**src/hdl/mide_pkg.sv**
```systemverilog
// Constants shared by the instruction decode and execute core and its ALU.
// Assumes a 14-bit program word and a 7-bit direct data address.
package mide_pkg;

   // Widths and sizes
   localparam int INSTR_W = 14;
   localparam int ADDR_W  = 7;
   localparam int PC_W    = 13;
   localparam int DATA_W  = 8;
   localparam int TGT_W   = 11;
   localparam int STACK_D = 8;
   localparam int BUS_W   = 16;
   localparam int OSC_PER_CYCLE = 4;

   // Opcode group prefixes in bits 13:12
   localparam logic [1:0] GRP_BYTE = 2'h0;
   localparam logic [1:0] GRP_BIT  = 2'h1;
   localparam logic [1:0] GRP_CTRL = 2'h2;
   localparam logic [1:0] GRP_LIT  = 2'h3;

   // Byte-oriented operation codes in bits 11:8
   localparam logic [3:0] OP_MOVWF = 4'h0;
   localparam logic [3:0] OP_CLR   = 4'h1;
   localparam logic [3:0] OP_SUB   = 4'h2;
   localparam logic [3:0] OP_DEC   = 4'h3;
   localparam logic [3:0] OP_OR    = 4'h4;
   localparam logic [3:0] OP_AND   = 4'h5;
   localparam logic [3:0] OP_XOR   = 4'h6;
   localparam logic [3:0] OP_ADD   = 4'h7;
   localparam logic [3:0] OP_MOV   = 4'h8;
   localparam logic [3:0] OP_COM   = 4'h9;
   localparam logic [3:0] OP_INC   = 4'hA;
   localparam logic [3:0] OP_DECSZ = 4'hB;
   localparam logic [3:0] OP_RRC   = 4'hC;
   localparam logic [3:0] OP_RLC   = 4'hD;
   localparam logic [3:0] OP_SWAP  = 4'hE;
   localparam logic [3:0] OP_INCSZ = 4'hF;

   // Literal group codes in bits 11:8; load and return-with-value decode on bits 11:10,
   // sub and add on bits 11:9, so the zero low bits stand for ignored positions
   localparam logic [3:0] LOP_LOAD = 4'h0;
   localparam logic [3:0] LOP_RETV = 4'h4;
   localparam logic [3:0] LOP_OR   = 4'h8;
   localparam logic [3:0] LOP_AND  = 4'h9;
   localparam logic [3:0] LOP_XOR  = 4'hA;
   localparam logic [3:0] LOP_SUB  = 4'hC;
   localparam logic [3:0] LOP_ADD  = 4'hE;

   // Control words in the low byte when bits 13:7 are zero
   localparam logic [7:0] CW_RETURN  = 8'h08;
   localparam logic [7:0] CW_IRQRET  = 8'h09;
   localparam logic [7:0] CW_STANDBY = 8'h63;
   localparam logic [7:0] CW_WDTCLR  = 8'h64;

   // Data addresses with special meaning
   localparam logic [6:0] A_TIMER0_COUNT   = 7'h01;
   localparam logic [6:0] A_STATUS = 7'h03;
   localparam logic [6:0] A_PORT   = 7'h05;
   localparam logic [6:0] A_UPCL   = 7'h0A;
   localparam logic [6:0] A_IRQ    = 7'h0B;

   // Field positions
   localparam int ST_C = 0;
   localparam int ST_DC = 1;
   localparam int ST_Z = 2;
   localparam int ST_PD = 3;
   localparam int ST_TO = 4;
   localparam int IRQ_GIE = 7;
   localparam int UPCL_HI = 4;
   localparam int UPCL_LO = 3;
   localparam int CTRL_RUN = 0;
   localparam int CTRL_PSA = 1;

   // Register port offsets and reset values
   localparam logic [3:0] REG_CTRL  = 4'h0;
   localparam logic [3:0] REG_STATE = 4'h1;
   localparam logic [3:0] REG_PC    = 4'h2;
   localparam logic [1:0] CTRL_RESET = 2'h1;
   localparam logic [12:0] PC_RESET = 13'h0000;

   // Four internal phases make one instruction cycle
   typedef enum logic [1:0] {PH_FETCH, PH_READ, PH_EXEC, PH_NEXT} mide_phase_t;

endpackage : mide_pkg

```
**src/hdl/mide_alu.sv**
```systemverilog
// Combinational ALU of the instruction core: result, carry, nibble carry.
// Assumes the caller passes the literal as operand for literal-group words.
`timescale 1ns/10ps
module mide_alu (
   input  wire logic [13:0] instr,
   input  wire logic [7:0]  acc,
   input  wire logic [7:0]  opnd,
   input  wire logic        carry_in,
   output logic      [7:0]  res,
   output logic             c_out,
   output logic             dc_out
);

   logic [8:0] add9;
   logic [4:0] addn;
   logic [8:0] sub9;
   logic [4:0] subn;
   logic [7:0] mask;

   // Subtraction is operand minus accumulator; carry means no borrow
   assign add9 = {1'b0, acc} + {1'b0, opnd};
   assign addn = {1'b0, acc[3:0]} + {1'b0, opnd[3:0]};
   assign sub9 = {1'b0, opnd} + {1'b0, ~acc} + 9'h001;
   assign subn = {1'b0, opnd[3:0]} + {1'b0, ~acc[3:0]} + 5'h01;
   assign mask = 8'h01 << instr[9:7];

   // Operation select by group and code
   always_comb
   begin
      res    = acc;
      c_out  = carry_in;
      dc_out = 1'b0;
      case (instr[13:12])
         mide_pkg::GRP_BYTE:
         begin
            case (instr[11:8])
               mide_pkg::OP_MOVWF: res = acc;
               mide_pkg::OP_CLR:   res = 8'h00;
               mide_pkg::OP_SUB:
               begin
                  {c_out, res} = sub9;
                  dc_out       = subn[4];
               end
               mide_pkg::OP_DEC:   res = opnd - 8'h01;
               mide_pkg::OP_OR:    res = acc | opnd;
               mide_pkg::OP_AND:   res = acc & opnd;
               mide_pkg::OP_XOR:   res = acc ^ opnd;
               mide_pkg::OP_ADD:
               begin
                  {c_out, res} = add9;
                  dc_out       = addn[4];
               end
               mide_pkg::OP_MOV:   res = opnd;
               mide_pkg::OP_COM:   res = ~opnd;
               mide_pkg::OP_INC:   res = opnd + 8'h01;
               mide_pkg::OP_DECSZ: res = opnd - 8'h01;
               mide_pkg::OP_RRC:   {res, c_out} = {carry_in, opnd};
               mide_pkg::OP_RLC:   {c_out, res} = {opnd, carry_in};
               mide_pkg::OP_SWAP:  res = {opnd[3:0], opnd[7:4]};
               default:            res = opnd + 8'h01;
            endcase
         end
         mide_pkg::GRP_BIT:
            res = instr[10] ? (opnd | mask) : (opnd & ~mask);
         mide_pkg::GRP_LIT:
         begin
            // Ignored code bits are never compared, so either value decodes alike
            if (instr[11:10] == mide_pkg::LOP_LOAD[3:2])
               res = opnd;
            else if (instr[11:10] == mide_pkg::LOP_RETV[3:2])
               res = opnd;
            else if (instr[11:9] == mide_pkg::LOP_SUB[3:1])
            begin
               {c_out, res} = sub9;
               dc_out       = subn[4];
            end
            else
            begin
               case (instr[11:8])
                  mide_pkg::LOP_OR:  res = acc | opnd;
                  mide_pkg::LOP_AND: res = acc & opnd;
                  mide_pkg::LOP_XOR: res = acc ^ opnd;
                  default:
                  begin
                     {c_out, res} = add9;
                     dc_out       = addn[4];
                  end
               endcase
            end
         end
         default: res = acc;
      endcase
   end

endmodule : mide_alu

```
**src/hdl/mide_core.sv**
```systemverilog
// Instruction decode and execute core of a small 8-bit accumulator machine.
// Assumes a program store answering prog_addr within one clock edge and
// a register port driven by a synchronous master.
//
// Overview of operation
// - Each instruction is one 14-bit word.
// - Direct register address spans 0x00 to 0x7F.
// - Target bit picks accumulator or register.
// - Position field picks one of eight bits.
// - Ignored bits never change the decoded operation.
// - One cycle; skips and branches add dummy cycle.
// - Four clock phases per instruction cycle.
// - Byte logic ops update only zero.
// - Add and subtract update carry, nibble, zero.
// - Count-and-skip ops leave flags unchanged.
// - Rotates go through carry, update carry only.
// - Bit group clears, sets, or tests-and-skips.
// - Literal holds 8-bit constant or 11-bit target.
// - Literal or/and update zero; load touches none.
// - Returns pop stack_head; irq_return sets enable.
// - return_with_value loads literal and returns.
// - Standby enters low power, updates two flags.
// - Watchdog clear op clears counter, sets flags.
// - Port read-back uses pin levels, not latch.
// - Writing timer0_count clears assigned prescaler.
//
// Our own choices: the strobed register port and the placing of the registers.
`timescale 1ns/10ps
module mide_core #(
   parameter int STACK_DEPTH = mide_pkg::STACK_D
) (
   input  wire logic        clk,
   input  wire logic        rst_n,
   input  wire logic [3:0]  bus_addr,
   input  wire logic [15:0] bus_wdata,
   input  wire logic        bus_wr,
   input  wire logic        bus_rd,
   output logic      [15:0] bus_rdata,
   output logic      [12:0] prog_addr,
   input  wire logic [13:0] prog_data,
   input  wire logic [7:0]  port_pins,
   output logic      [7:0]  port_latch,
   input  wire logic        wake,
   output logic             standby,
   output logic             watchdog_clear,
   output logic             prescaler_clear
);

   localparam int SP_W = $clog2(STACK_DEPTH);

   mide_pkg::mide_phase_t phase;
   logic [13:0]   ir;
   logic          live;
   logic          flush;
   logic [12:0]   pc;
   logic [7:0]    acc;
   logic          carry;
   logic          nibble_carry;
   logic          zero;
   logic          timeout_flag;
   logic          powerdown_flag;
   logic [1:0]    ctrl;
   logic [7:0]    opnd;
   logic [7:0]    file_q [128];
   logic [12:0]   stack [STACK_DEPTH];
   logic [SP_W-1:0] sp;

   // Decoded fields of the current word
   logic [1:0]    grp;
   logic [3:0]    op;
   logic          dest;
   logic [6:0]    faddr;
   logic [2:0]    bsel;
   logic [7:0]    lit;
   logic [10:0]   tgt;
   logic [7:0]    status_byte;
   logic [7:0]    rd_val;
   logic [12:0]   stack_head;
   logic [7:0]    res;
   logic          c_out;
   logic          dc_out;

   // Decoded operation strobes
   logic          exec;
   logic          is_byte;
   logic          is_bit;
   logic          is_lit;
   logic          is_ctrl;
   logic          is_sys;
   logic          op_call;
   logic          op_jump;
   logic          op_ret;
   logic          op_irqret;
   logic          op_retv;
   logic          op_standby;
   logic          op_wdtclr;
   logic          wr_file;
   logic          wr_acc;
   logic          upd_z;
   logic          upd_c;
   logic          upd_dc;
   logic          skip;
   logic          branch;
   logic [12:0]   target;

   // Field extraction: code, target bit, address, position, literal
   assign grp   = ir[13:12];
   assign op    = ir[11:8];
   assign dest  = ir[7];
   assign faddr = ir[6:0];
   assign bsel  = ir[9:7];
   assign lit   = ir[7:0];
   assign tgt   = ir[10:0];

   assign status_byte = {3'h0, timeout_flag, powerdown_flag, zero, nibble_carry, carry};
   assign stack_head  = stack[sp - 1'b1];
   assign target      = {file_q[mide_pkg::A_UPCL][mide_pkg::UPCL_HI:mide_pkg::UPCL_LO], tgt};

   // Group decode; don't-care bits are simply never compared
   assign exec     = (phase == mide_pkg::PH_EXEC) && live && !standby;
   assign is_byte  = grp == mide_pkg::GRP_BYTE;
   assign is_bit   = grp == mide_pkg::GRP_BIT;
   assign is_ctrl  = grp == mide_pkg::GRP_CTRL;
   assign is_lit   = grp == mide_pkg::GRP_LIT;
   assign is_sys   = is_byte && (op == mide_pkg::OP_MOVWF) && !dest;
   assign op_call  = is_ctrl && !ir[11];
   assign op_jump  = is_ctrl && ir[11];
   assign op_ret    = is_sys && (lit == mide_pkg::CW_RETURN);
   assign op_irqret = is_sys && (lit == mide_pkg::CW_IRQRET);
   assign op_standby = is_sys && (lit == mide_pkg::CW_STANDBY);
   assign op_wdtclr = is_sys && (lit == mide_pkg::CW_WDTCLR);
   assign op_retv  = is_lit && (op[3:2] == mide_pkg::LOP_RETV[3:2]);

   // Result routing: register when target bit set, else accumulator
   assign wr_file = (is_byte && dest) || (is_bit && !ir[11]);
   assign wr_acc  = (is_byte && !dest && (op != mide_pkg::OP_MOVWF)) || is_lit;

   // Flag update masks per operation
   always_comb
   begin
      upd_z  = 1'b0;
      upd_c  = 1'b0;
      upd_dc = 1'b0;
      if (is_byte)
      begin
         case (op)
            mide_pkg::OP_ADD, mide_pkg::OP_SUB:
            begin
               upd_z  = 1'b1;
               upd_c  = 1'b1;
               upd_dc = 1'b1;
            end
            mide_pkg::OP_OR, mide_pkg::OP_AND, mide_pkg::OP_XOR,
            mide_pkg::OP_CLR, mide_pkg::OP_DEC, mide_pkg::OP_MOV,
            mide_pkg::OP_COM, mide_pkg::OP_INC:
               upd_z = 1'b1;
            mide_pkg::OP_RRC, mide_pkg::OP_RLC:
               upd_c = 1'b1;
            default:
               upd_z = 1'b0;
         endcase
      end
      else if (is_lit)
      begin
         if ((op[3:1] == mide_pkg::LOP_ADD[3:1]) || (op[3:1] == mide_pkg::LOP_SUB[3:1]))
         begin
            upd_z  = 1'b1;
            upd_c  = 1'b1;
            upd_dc = 1'b1;
         end
         else if (op[3])
            upd_z = 1'b1;
      end
   end

   // Conditional skips from count-and-skip and bit tests
   always_comb
   begin
      skip = 1'b0;
      if (is_byte && ((op == mide_pkg::OP_DECSZ) || (op == mide_pkg::OP_INCSZ)))
         skip = (res == 8'h00);
      else if (is_bit && ir[11])
         skip = (opnd[bsel] == ir[10]);
   end

   assign branch = op_call || op_jump || op_ret || op_irqret || op_retv;

   // Data read path; the port address returns the pins, not the latch
   always_comb
   begin
      case (faddr)
         mide_pkg::A_PORT:   rd_val = port_pins;
         mide_pkg::A_STATUS: rd_val = status_byte;
         default:            rd_val = file_q[faddr];
      endcase
   end

   mide_alu u_alu (
      .instr    (ir),
      .acc      (acc),
      .opnd     (opnd),
      .carry_in (carry),
      .res      (res),
      .c_out    (c_out),
      .dc_out   (dc_out)
   );

   // Phase sequencer; standby freezes it in the last phase until wake
   always_ff @(posedge clk)
   begin
      if (!rst_n)
         phase <= mide_pkg::PH_FETCH;
      else
      begin
         case (phase)
            mide_pkg::PH_FETCH:
               if (ctrl[mide_pkg::CTRL_RUN])
                  phase <= mide_pkg::PH_READ;
            mide_pkg::PH_READ:  phase <= mide_pkg::PH_EXEC;
            mide_pkg::PH_EXEC:  phase <= mide_pkg::PH_NEXT;
            mide_pkg::PH_NEXT:
               if (!standby || wake)
                  phase <= mide_pkg::PH_FETCH;
            default:            phase <= mide_pkg::PH_FETCH;
         endcase
      end
   end

   // Fetch; a flushed cycle runs as a dummy so the word is not taken
   always_ff @(posedge clk)
   begin
      if (!rst_n)
      begin
         ir    <= 14'h0000;
         live  <= 1'b0;
         flush <= 1'b0;
      end
      else if (phase == mide_pkg::PH_FETCH && ctrl[mide_pkg::CTRL_RUN])
      begin
         live  <= !flush;
         flush <= 1'b0;
         if (!flush)
            ir <= prog_data;
      end
      else if (exec && (skip || branch))
         flush <= 1'b1;
   end

   // Program counter: step, skip over next word, branch or return
   always_ff @(posedge clk)
   begin
      if (!rst_n)
         pc <= mide_pkg::PC_RESET;
      else if (phase == mide_pkg::PH_FETCH && ctrl[mide_pkg::CTRL_RUN] && !flush)
         pc <= pc + 13'h0001;
      else if (exec)
      begin
         if (op_call || op_jump)
            pc <= target;
         else if (op_ret || op_irqret || op_retv)
            pc <= stack_head;
         else if (skip)
            pc <= pc + 13'h0001;
      end
   end

   // Program address registered once per cycle from the counter
   always_ff @(posedge clk)
   begin
      if (!rst_n)
         prog_addr <= mide_pkg::PC_RESET;
      else if (phase == mide_pkg::PH_NEXT)
         prog_addr <= pc;
   end

   // Return stack; circular, so overflow silently overwrites the oldest
   always_ff @(posedge clk)
   begin
      if (!rst_n)
         sp <= '0;
      else if (exec && op_call)
         sp <= sp + 1'b1;
      else if (exec && (op_ret || op_irqret || op_retv))
         sp <= sp - 1'b1;
   end

   for (genvar i = 0; i < STACK_DEPTH; i++)
   begin : g_stack
      always_ff @(posedge clk)
      begin
         if (!rst_n)
            stack[i] <= 13'h0000;
         else if (exec && op_call && (sp == SP_W'(i)))
            stack[i] <= pc;
      end
   end

   // Operand capture in the read phase
   always_ff @(posedge clk)
   begin
      if (!rst_n)
         opnd <= 8'h00;
      else if (phase == mide_pkg::PH_READ)
         opnd <= is_lit ? lit : rd_val;
   end

   // Accumulator
   always_ff @(posedge clk)
   begin
      if (!rst_n)
         acc <= 8'h00;
      else if (exec && wr_acc)
         acc <= res;
   end

   // Data register file; irq_return also raises the global enable
   for (genvar j = 0; j < 128; j++)
   begin : g_file
      always_ff @(posedge clk)
      begin
         if (!rst_n)
            file_q[j] <= 8'h00;
         else if (exec && wr_file && (faddr == 7'(j)))
            file_q[j] <= res;
         else if (exec && op_irqret && (j == 32'(mide_pkg::A_IRQ)))
            file_q[j][mide_pkg::IRQ_GIE] <= 1'b1;
      end
   end

   assign port_latch = file_q[mide_pkg::A_PORT];

   // Arithmetic flags; a direct status write is overridden by updates
   always_ff @(posedge clk)
   begin
      if (!rst_n)
      begin
         carry        <= 1'b0;
         nibble_carry <= 1'b0;
         zero         <= 1'b0;
      end
      else if (exec)
      begin
         if (wr_file && (faddr == mide_pkg::A_STATUS))
         begin
            carry        <= res[mide_pkg::ST_C];
            nibble_carry <= res[mide_pkg::ST_DC];
            zero         <= res[mide_pkg::ST_Z];
         end
         if (upd_c)
            carry <= c_out;
         if (upd_dc)
            nibble_carry <= dc_out;
         if (upd_z)
            zero <= (res == 8'h00);
      end
   end

   // Power flags: both set at power-up, standby clears powerdown
   always_ff @(posedge clk)
   begin
      if (!rst_n)
      begin
         timeout_flag   <= 1'b1;
         powerdown_flag <= 1'b1;
      end
      else if (exec && op_standby)
      begin
         timeout_flag   <= 1'b1;
         powerdown_flag <= 1'b0;
      end
      else if (exec && op_wdtclr)
      begin
         timeout_flag   <= 1'b1;
         powerdown_flag <= 1'b1;
      end
   end

   // Standby holds until wake; wake is only seen in the frozen phase
   always_ff @(posedge clk)
   begin
      if (!rst_n)
         standby <= 1'b0;
      else if (exec && op_standby)
         standby <= 1'b1;
      else if (wake)
         standby <= 1'b0;
   end

   // One-cycle side-effect pulses toward watchdog and prescaler
   always_ff @(posedge clk)
   begin
      if (!rst_n)
      begin
         watchdog_clear  <= 1'b0;
         prescaler_clear <= 1'b0;
      end
      else
      begin
         watchdog_clear  <= exec && (op_wdtclr || op_standby);
         prescaler_clear <= exec && wr_file && (faddr == mide_pkg::A_TIMER0_COUNT)
                            && ctrl[mide_pkg::CTRL_PSA];
      end
   end

   // Control register written over the register port
   always_ff @(posedge clk)
   begin
      if (!rst_n)
         ctrl <= mide_pkg::CTRL_RESET;
      else if (bus_wr && (bus_addr == mide_pkg::REG_CTRL))
         ctrl <= bus_wdata[1:0];
   end

   // Read data stands only in the cycle after the strobe
   always_ff @(posedge clk)
   begin
      if (!rst_n)
         bus_rdata <= 16'h0000;
      else if (bus_rd)
      begin
         case (bus_addr)
            mide_pkg::REG_CTRL:  bus_rdata <= {14'h0000, ctrl};
            mide_pkg::REG_STATE: bus_rdata <= {status_byte, acc};
            mide_pkg::REG_PC:    bus_rdata <= {3'h0, pc};
            default:             bus_rdata <= 16'h0000;
         endcase
      end
      else
         bus_rdata <= 16'h0000;
   end

endmodule : mide_core

```
**config.mk**
```make
export PLATFORM = sky130hd
export DESIGN_NAME = mide_core
export DESIGN_NICKNAME = d
export VERILOG_FILES = /design/src/hdl/mide_pkg.sv /design/src/hdl/mide_alu.sv /design/src/hdl/mide_core.sv
export SDC_FILE = /design/constraint.sdc
export NUM_CORES = 2
export LEC_CHECK = 0
export ABC_AREA = 0
export CAP_MARGIN = 40
export CORE_MARGIN = 2
export CORE_UTILIZATION = 58
export CTS_BUF_LIST = sky130_fd_sc_hd__clkbuf_4
export DETAILED_ROUTE_END_ITERATION = 10
export DONT_BUFFER_PORTS = 1
export PLACE_DENSITY = 0.82
export SLEW_MARGIN = 20
export SYNTH_ARGS = -nofsm -noshare
export SYNTH_HDL_FRONTEND = slang
export SYNTH_SLANG_ARGS = --single-unit
```
**constraint.sdc**
```tcl
create_clock -name clk -period 8.1 [get_ports clk]
set_input_delay 1.215 -clock clk [delete_from_list [all_inputs] [get_ports clk]]
set_output_delay 1.215 -clock clk [all_outputs]
set_load 0.01 [all_outputs]
```
======== After elaboration in Yosys (flattened, before gate mapping) ========
Memory sizes are Yosys's and may differ from the RTL's. A register that Yosys moved wholly into a read port is not among the register bits.
Index checks and enable logic that the tools add are counted.
operators by class
  add/sub/neg operators ................... 11
  magnitude comparators ................... 1
  eq/ne operators ......................... 172
  shifts and indexed selects .............. 1
  multiplexer cells ....................... 609
  bitwise operators ....................... 148
  reduce and logical (&&, ||, !) cells .... 214
operators with widths
  operator              count
  $mux W8               133
  $eq A7 B7 Y1 const B  64
  $mux W1               446
  $eq A7 B6 Y1 const B  32
  $mux W13              13
  $logic_and A1 B1 Y1   167
  $or A1 B1 Y1          137
  $eq A7 B5 Y1 const B  16
  $pmux W8 S13          1
  $eq A7 B4 Y1 const B  8
  $pmux W8 S3           2
  $pmux W13 S3          1
  $eq A4 B4 Y1 const B  8
  $eq A7 B3 Y1 const B  4
  $not A8 Y8            3
  $add A8 B8 Y9         2
  $eq A3 B3 Y1 const B  6
  $and A8 B8 Y8         2
  $eq A4 B3 Y1 const B  4
  $eq A8 B4 Y1 const B  2
  $eq A8 B7 Y1 const B  2
  $or A8 B8 Y8          2
  $pmux W8 S2           1
  $eq A7 B2 Y1 const B  2
  47 further kinds      98
storage, ports and cells
  flip-flop bits (word level) ............. 88
  memory bits (writable) .................. 1128
  output and inout port bits .............. 40
  memories ................................ 2
memories
  name    words  width  read ports  clocked after Yosys merged registers in  wr ports  RTL line         text
  file_q  128    8      3           1                                        128       mide_core.sv:64  logic [7:0] file_q [128];
  stack   8      13     1           0                                        8         mide_core.sv:65  logic [12:0] stack [STACK_DEPTH];

======== Longest topological paths before layout ========
  depth after elaboration ................. 14
  depth in mapped cells ................... 17
  depth with buffers taken out ............ 14

======== Cells and area by module ========
A second synthesis with hierarchy kept.
second synthesis, totals
  cells, all modules ...................... 4647
  area total of the unflattened synthesis .. 57796.7 um2
by module, submodules not included
  module     times used  cells each  area each (um2)  sequential area each (um2)
  mide_core  1           4179        54760.0          35714.3
  mide_alu   1           468         3036.7           0.0

======== Least setup slack after synthesis ========
No wires, ideal clock.
  kind .................................... register -> register
  from .................................... register ir[10]
  to ...................................... register pc[2]
  arrival time ............................ 3789 ps
  data required time ...................... 7960 ps
  slack ................................... 4171 ps
  stages on the path, launching flop included .. 18
  clock period less this slack ............ 3929 ps
  cells stage by stage .................... dfxtp_1 -> buf_4 -> buf_4 -> clkbuf_1 -> nor2_1 -> inv_1 -> fa_1 -> nand2b_1 -> a21oi_1 -> xor2_1 -> o21ai_0 -> o221ai_1 -> a221o_1 -> or2_1 -> or4_1 -> buf_2 -> nand2_2 -> a221oi_1
between the ends
  word-level cells in the longest chain between the ends .. 10
ends and longest elaborated chain
  item                                                      RTL line                                          text
  start, declared                                           mide_core.sv:52                                   logic [13:0] ir;
  start signal, assigned                                    mide_core.sv:243                                  ir <= prog_data;
  $eq A4 B4 Y1 or $logic_not A4 Y1 (tied branches)          mide_alu.sv:36, mide_alu.sv:79, mide_core.sv:125
  $pmux W8 S3 or $logic_and A1 B1 Y1 (tied branches)        mide_alu.sv:79, mide_core.sv:125
  $mux W8 or $logic_and A1 B1 Y1 (tied branches)            mide_alu.sv:72, mide_core.sv:125
  $mux W8, or another cell as far along                     mide_alu.sv:70                                    else if (instr[11:10] == mide_pkg::LOP_RETV[3:2])
  $mux W8 or $logic_or A1 B1 Y1 (tied branches)             mide_alu.sv:68, mide_core.sv:260
  $pmux W8 S3 or $logic_or A1 B1 Y1 (tied branches)         mide_alu.sv:33, mide_core.sv:260
  $logic_not A8 Y1 or $mux W13 (tied branches)              mide_core.sv:181, mide_core.sv:260
  $mux W1 or $mux W13 (tied branches)                       mide_core.sv:180, mide_core.sv:258
  $reduce_bool A4 Y1 (no line) or $mux W13 (tied branches)  --
  $reduce_and A2 Y1 (no line) or $mux W13 (tied branches)   --
  end signal, assigned                                      mide_core.sv:253                                  pc <= mide_pkg::PC_RESET;
  end signal, assigned                                      mide_core.sv:255                                  pc <= pc + 13'h0001;
  end signal, assigned                                      mide_core.sv:259                                  pc <= target;
  end, declared                                             mide_core.sv:55                                   logic [12:0] pc;
Several ways; a longest one is shown, not always the timed one. The select of a mux whose other input is x is not followed.
A chain may end at the register's enable or synchronous reset.

======== Worst setup path after layout ========
  from .................................... register opnd[1]
  to ...................................... register pc[6]
between the ends
  word-level cells in the longest chain between the ends .. 10
ends and longest elaborated chain
  item                                          RTL line                        text
  start, declared                               mide_core.sv:63                 logic [7:0] opnd;
  start signal, assigned                        mide_core.sv:304                opnd <= is_lit ? lit : rd_val;
  $add A8 B8 Y9, or another cell as far along   mide_alu.sv:23                  assign sub9 = {1'b0, opnd} + {1'b0, ~acc} + 9'h001;
  $add A9 B1 Y9 or $pmux W8 S3 (tied branches)  mide_alu.sv:23, mide_alu.sv:79
  $mux W8                                       mide_alu.sv:72                  else if (instr[11:9] == mide_pkg::LOP_SUB[3:1])
  $mux W8                                       mide_alu.sv:70
  $mux W8                                       mide_alu.sv:68                  if (instr[11:10] == mide_pkg::LOP_LOAD[3:2])
  $pmux W8 S3                                   mide_alu.sv:33                  case (instr[13:12])
  $logic_not A8 Y1                              mide_core.sv:181                skip = (res == 8'h00);
  $mux W1 *                                     mide_core.sv:180                if (is_byte && ((op == mide_pkg::OP_DECSZ) || (op == mide_pkg::OP_INCSZ)))
  $reduce_bool A4 Y1 (no line) *                --
  $reduce_and A2 Y1 (no line) *                 --
Every way passes the cells marked *; elsewhere a longest branch is shown, timed or not. The select of a mux whose other input is x is not followed.

==> impl_metrics.ini <==
[layout]
num-nets-final = 4574
drive_above_1_share = 0.2342
area.growth.synth_to_final_pct = 10.54

[clock_network]
cts_made_buffers = 317
clk_latency_ns = 1.21
clock_sinks = 1220
clockBufferDepth = 4
cts_hold_buffers = 0
clk_pin_slew_worst_paths_ns = 0.08
cts_max_level = 5
cts_tree = yes
root_buffer = clkbuf_4
postCtsSetupBuffers = 0
cts-resized-gates = 0

[power]
p_per_area_nw_per_um2 = 270.2
p_sw_frac = 0.3432
pwr-share-seq = 0.435
switchingPower_w = 0.005847
intPower_w = 0.01119
p_leak_nw = 21.82
clock_power_share = 0.303
p_comb_frac = 0.262
irDropWorstVdd_v = 0.0002598

[yosys]
synth_warnings = 0
synth_edf_count = 1128
ys_types = 84
synth_cells = 4288
synth_top_flop_cell = edfxtp_1
syn_area_per_cell_um2 = 13.30
synth.top_cell.area_share = 0.5938
synth_most_common_cell = nor2_1
ys_top_cells_by_area = edfxtp_1 (59%), mux4_2 (14%), nor2_1 (7.6%), dfxtp_1 (3.2%), clkbuf_1 (1.8%)
synth-seq-cells = 1220
synth_seq_area_share = 0.6260
yosys.area.top_type = edfxtp_1
synth_area_um2 = 57050
ys_top_cells_by_count = nor2_1 (1,161), edfxtp_1 (1,128), mux4_2 (364)
async_reset_ff_frac = 0

[timing]
fin_crit_sh = 0.6791
setup_viol = 0
worstMarginPinSlew_ns = 1.126
clock_skew_ns = 0.1312
finalHoldViolations = 0
relSlewSlack = 0.2495
post-route-min-period_ns = 5.500
timing.fmax_mhz = 181.8
fin_tns_setup_ns = 0
finalMaxSlewViolations = 0
rsz0062_at_grt = false
fin_ws_ns = 2.600

[setup_path]
rrSetupSlack_ns = 2.60
critPathCapture = pc[6]$_SDFFE_PN0P_
startpoint_type = flip-flop
reg2reg_to = pc[6]$_SDFFE_PN0P_
ff2ff_path_depth = 13
endpoint_kind = flip-flop
crit_type = flip-flop to flip-flop
arrival_ns = 6.56
crit_start = opnd[1]$_SDFFE_PN0N_
r2r-start = opnd[1]$_SDFFE_PN0N_
cp_max_fo = 131
required_ns = 9.16

[floorplan]
top_level_ports = 87
initial_core_util = 0.5822
die_y_um = 317.6
rows = 115
fp.dieArea_um2 = 100900
fp.dieW_um = 317.6
fp.coreArea_um2 = 97990

[drt]
num_vias = 39660
first_pass_iters = 7
wl_um = 160000
viasPerCell = 6.623
ant_nets = 0
drc = 0
drt_iter0_markers = 6583
detail_route.wl_per_cell_um = 26.72

[outcome]
outcome = completed

[grt]
overflow = 0
grt_pass1_wl_um = 239200
grt_max_degree = 169
grt_antenna_before_repair = 13
grt_pass1_vias = 39060
grt_usage = 0.3165

[run]
drv_cap = 0

[placed_design]
routabilityCongestion = 0.9879
dp_slack_ns = 2.843
portBuffers = 0
dpl.hpwl_um = 104400

[min_path]
hold_path_class = input port to flip-flop
layout by cell type, fill, tap and decap left out, drive strengths merged, types with 32 or more instances in the layout:
cell / instances
o21ai: 178
clkbuf: 439
nor2: 1161
mux2i: 45
mux4: 364
dfxtp: 92
nor2b: 32
clkinv: 81
nand2: 262
ha: 51
and3: 56
edfxtp: 1128
inv: 51
a21oi: 91
and2: 78
buf: 205
flip-flops by register name, summed over array words and instances, names as in the netlist, 2 cells and up, named ones only:
name / count
bus_rdata: 13
ctrl: 2
stack: 104
file_q: 1024
prog_addr: 13
sp: 3
phase: 2
ir: 14
acc: 8
pc: 13
opnd: 8
cell type report:
| cell class | instances | area, µm² |
|---|---|---|
| clock buffer | 437 | 3281 |
| sequential | 1220 | 35730 |
| fill | 6651 | 34930 |
| tap | 1287 | 1610 |
| clock inverter | 93 | 501.7 |
| timing repair buffer | 207 | 1738 |
| multi-input combinational | 2681 | 19980 |
| inverter | 46 | 172.7 |
| antenna | 17 | 42.54 |
per-stage QoR:
step	hold slack [ns]	std cells	util	power, W	area (µm²)
2_1_floorplan	0.4366	4290	-	0.01017	57050
3_3_place_gp	0.4490	5335	0.5949	0.01150	58290
3_5_place_dp	0.4520	5430	0.6033	0.01178	59120
4_1_cts	0.01034	5960	0.6419	0.01685	62900
5_1_grt	0.09068	5976	0.6432	0.01751	63030
6_report	0.1291	5988	0.6435	0.01704	63060
worst min path at each step:
stage | start | end | slack, ns | cells after the start
after detailed placement | live$_SDFFE_PN0P_ | live$_SDFFE_PN0P_ | 0.45 | 2
after CTS | rst_n | ctrl[0]$_SDFFE_PN1P_ | 0.01 | 1
after global placement | live$_SDFFE_PN0P_ | live$_SDFFE_PN0P_ | 0.45 | 2
final | bus_wdata[0] | ctrl[0]$_SDFFE_PN1P_ | 0.13 | 2
after floorplan | live$_SDFFE_PN0P_ | live$_SDFFE_PN0P_ | 0.44 | 2
after global routing | bus_rd | bus_rdata[12]$_SDFF_PN0_ | 0.09 | 2
critical path: stages (launching register included):
cell and delay [ns]:
dfxtp_1 0.79, inv_1 0.27, ha_1 0.42, or2_2 0.33
a221oi_1 0.64, or4_1 0.22, a21oi_1 0.06, or4_4 0.54
a22oi_4 0.16, buf_12 0.49, nand3_1 0.27, nor4_4 0.54
o22ai_1 0.20, a32o_1 0.30
cell families after synthesis:
logic type      count (synthesis)  synth area share
buf+inv                       389           0.02665
other cells                     1        0.00006574
mux                           417            0.1532
compound gates                469           0.05253
simple gates                 1714            0.1256
xor+xnor                       24          0.003685
fa+ha+maj                      54           0.01224
flops                        1220            0.6260
per-layer routing:
metal | global-route usage | vias to the layer above | part of all wire
met5 | 0 | - | 0.00037
met4 | 0.1659 | 8 | 0.056
met3 | 0.1173 | 696 | 0.16
met2 | 0.4823 | 3495 | 0.46
met1 | 0.3990 | 18980 | 0.33
li1 | - | 16480 | -
power groups by stage:
stage / sequential (W) / combinational (W) / clock [W]
6_report: 0.00741 / 0.00447 / 0.00516
5_1_grt: 0.00743 / 0.00459 / 0.00549
4_1_cts: 0.00742 / 0.00424 / 0.00518
3_5_place_dp: 0.00756 / 0.00422 / 0
3_3_place_gp: 0.00756 / 0.00394 / 0
2_1_floorplan: 0.00731 / 0.00286 / 0
Power figures use the tool's default switching activity.
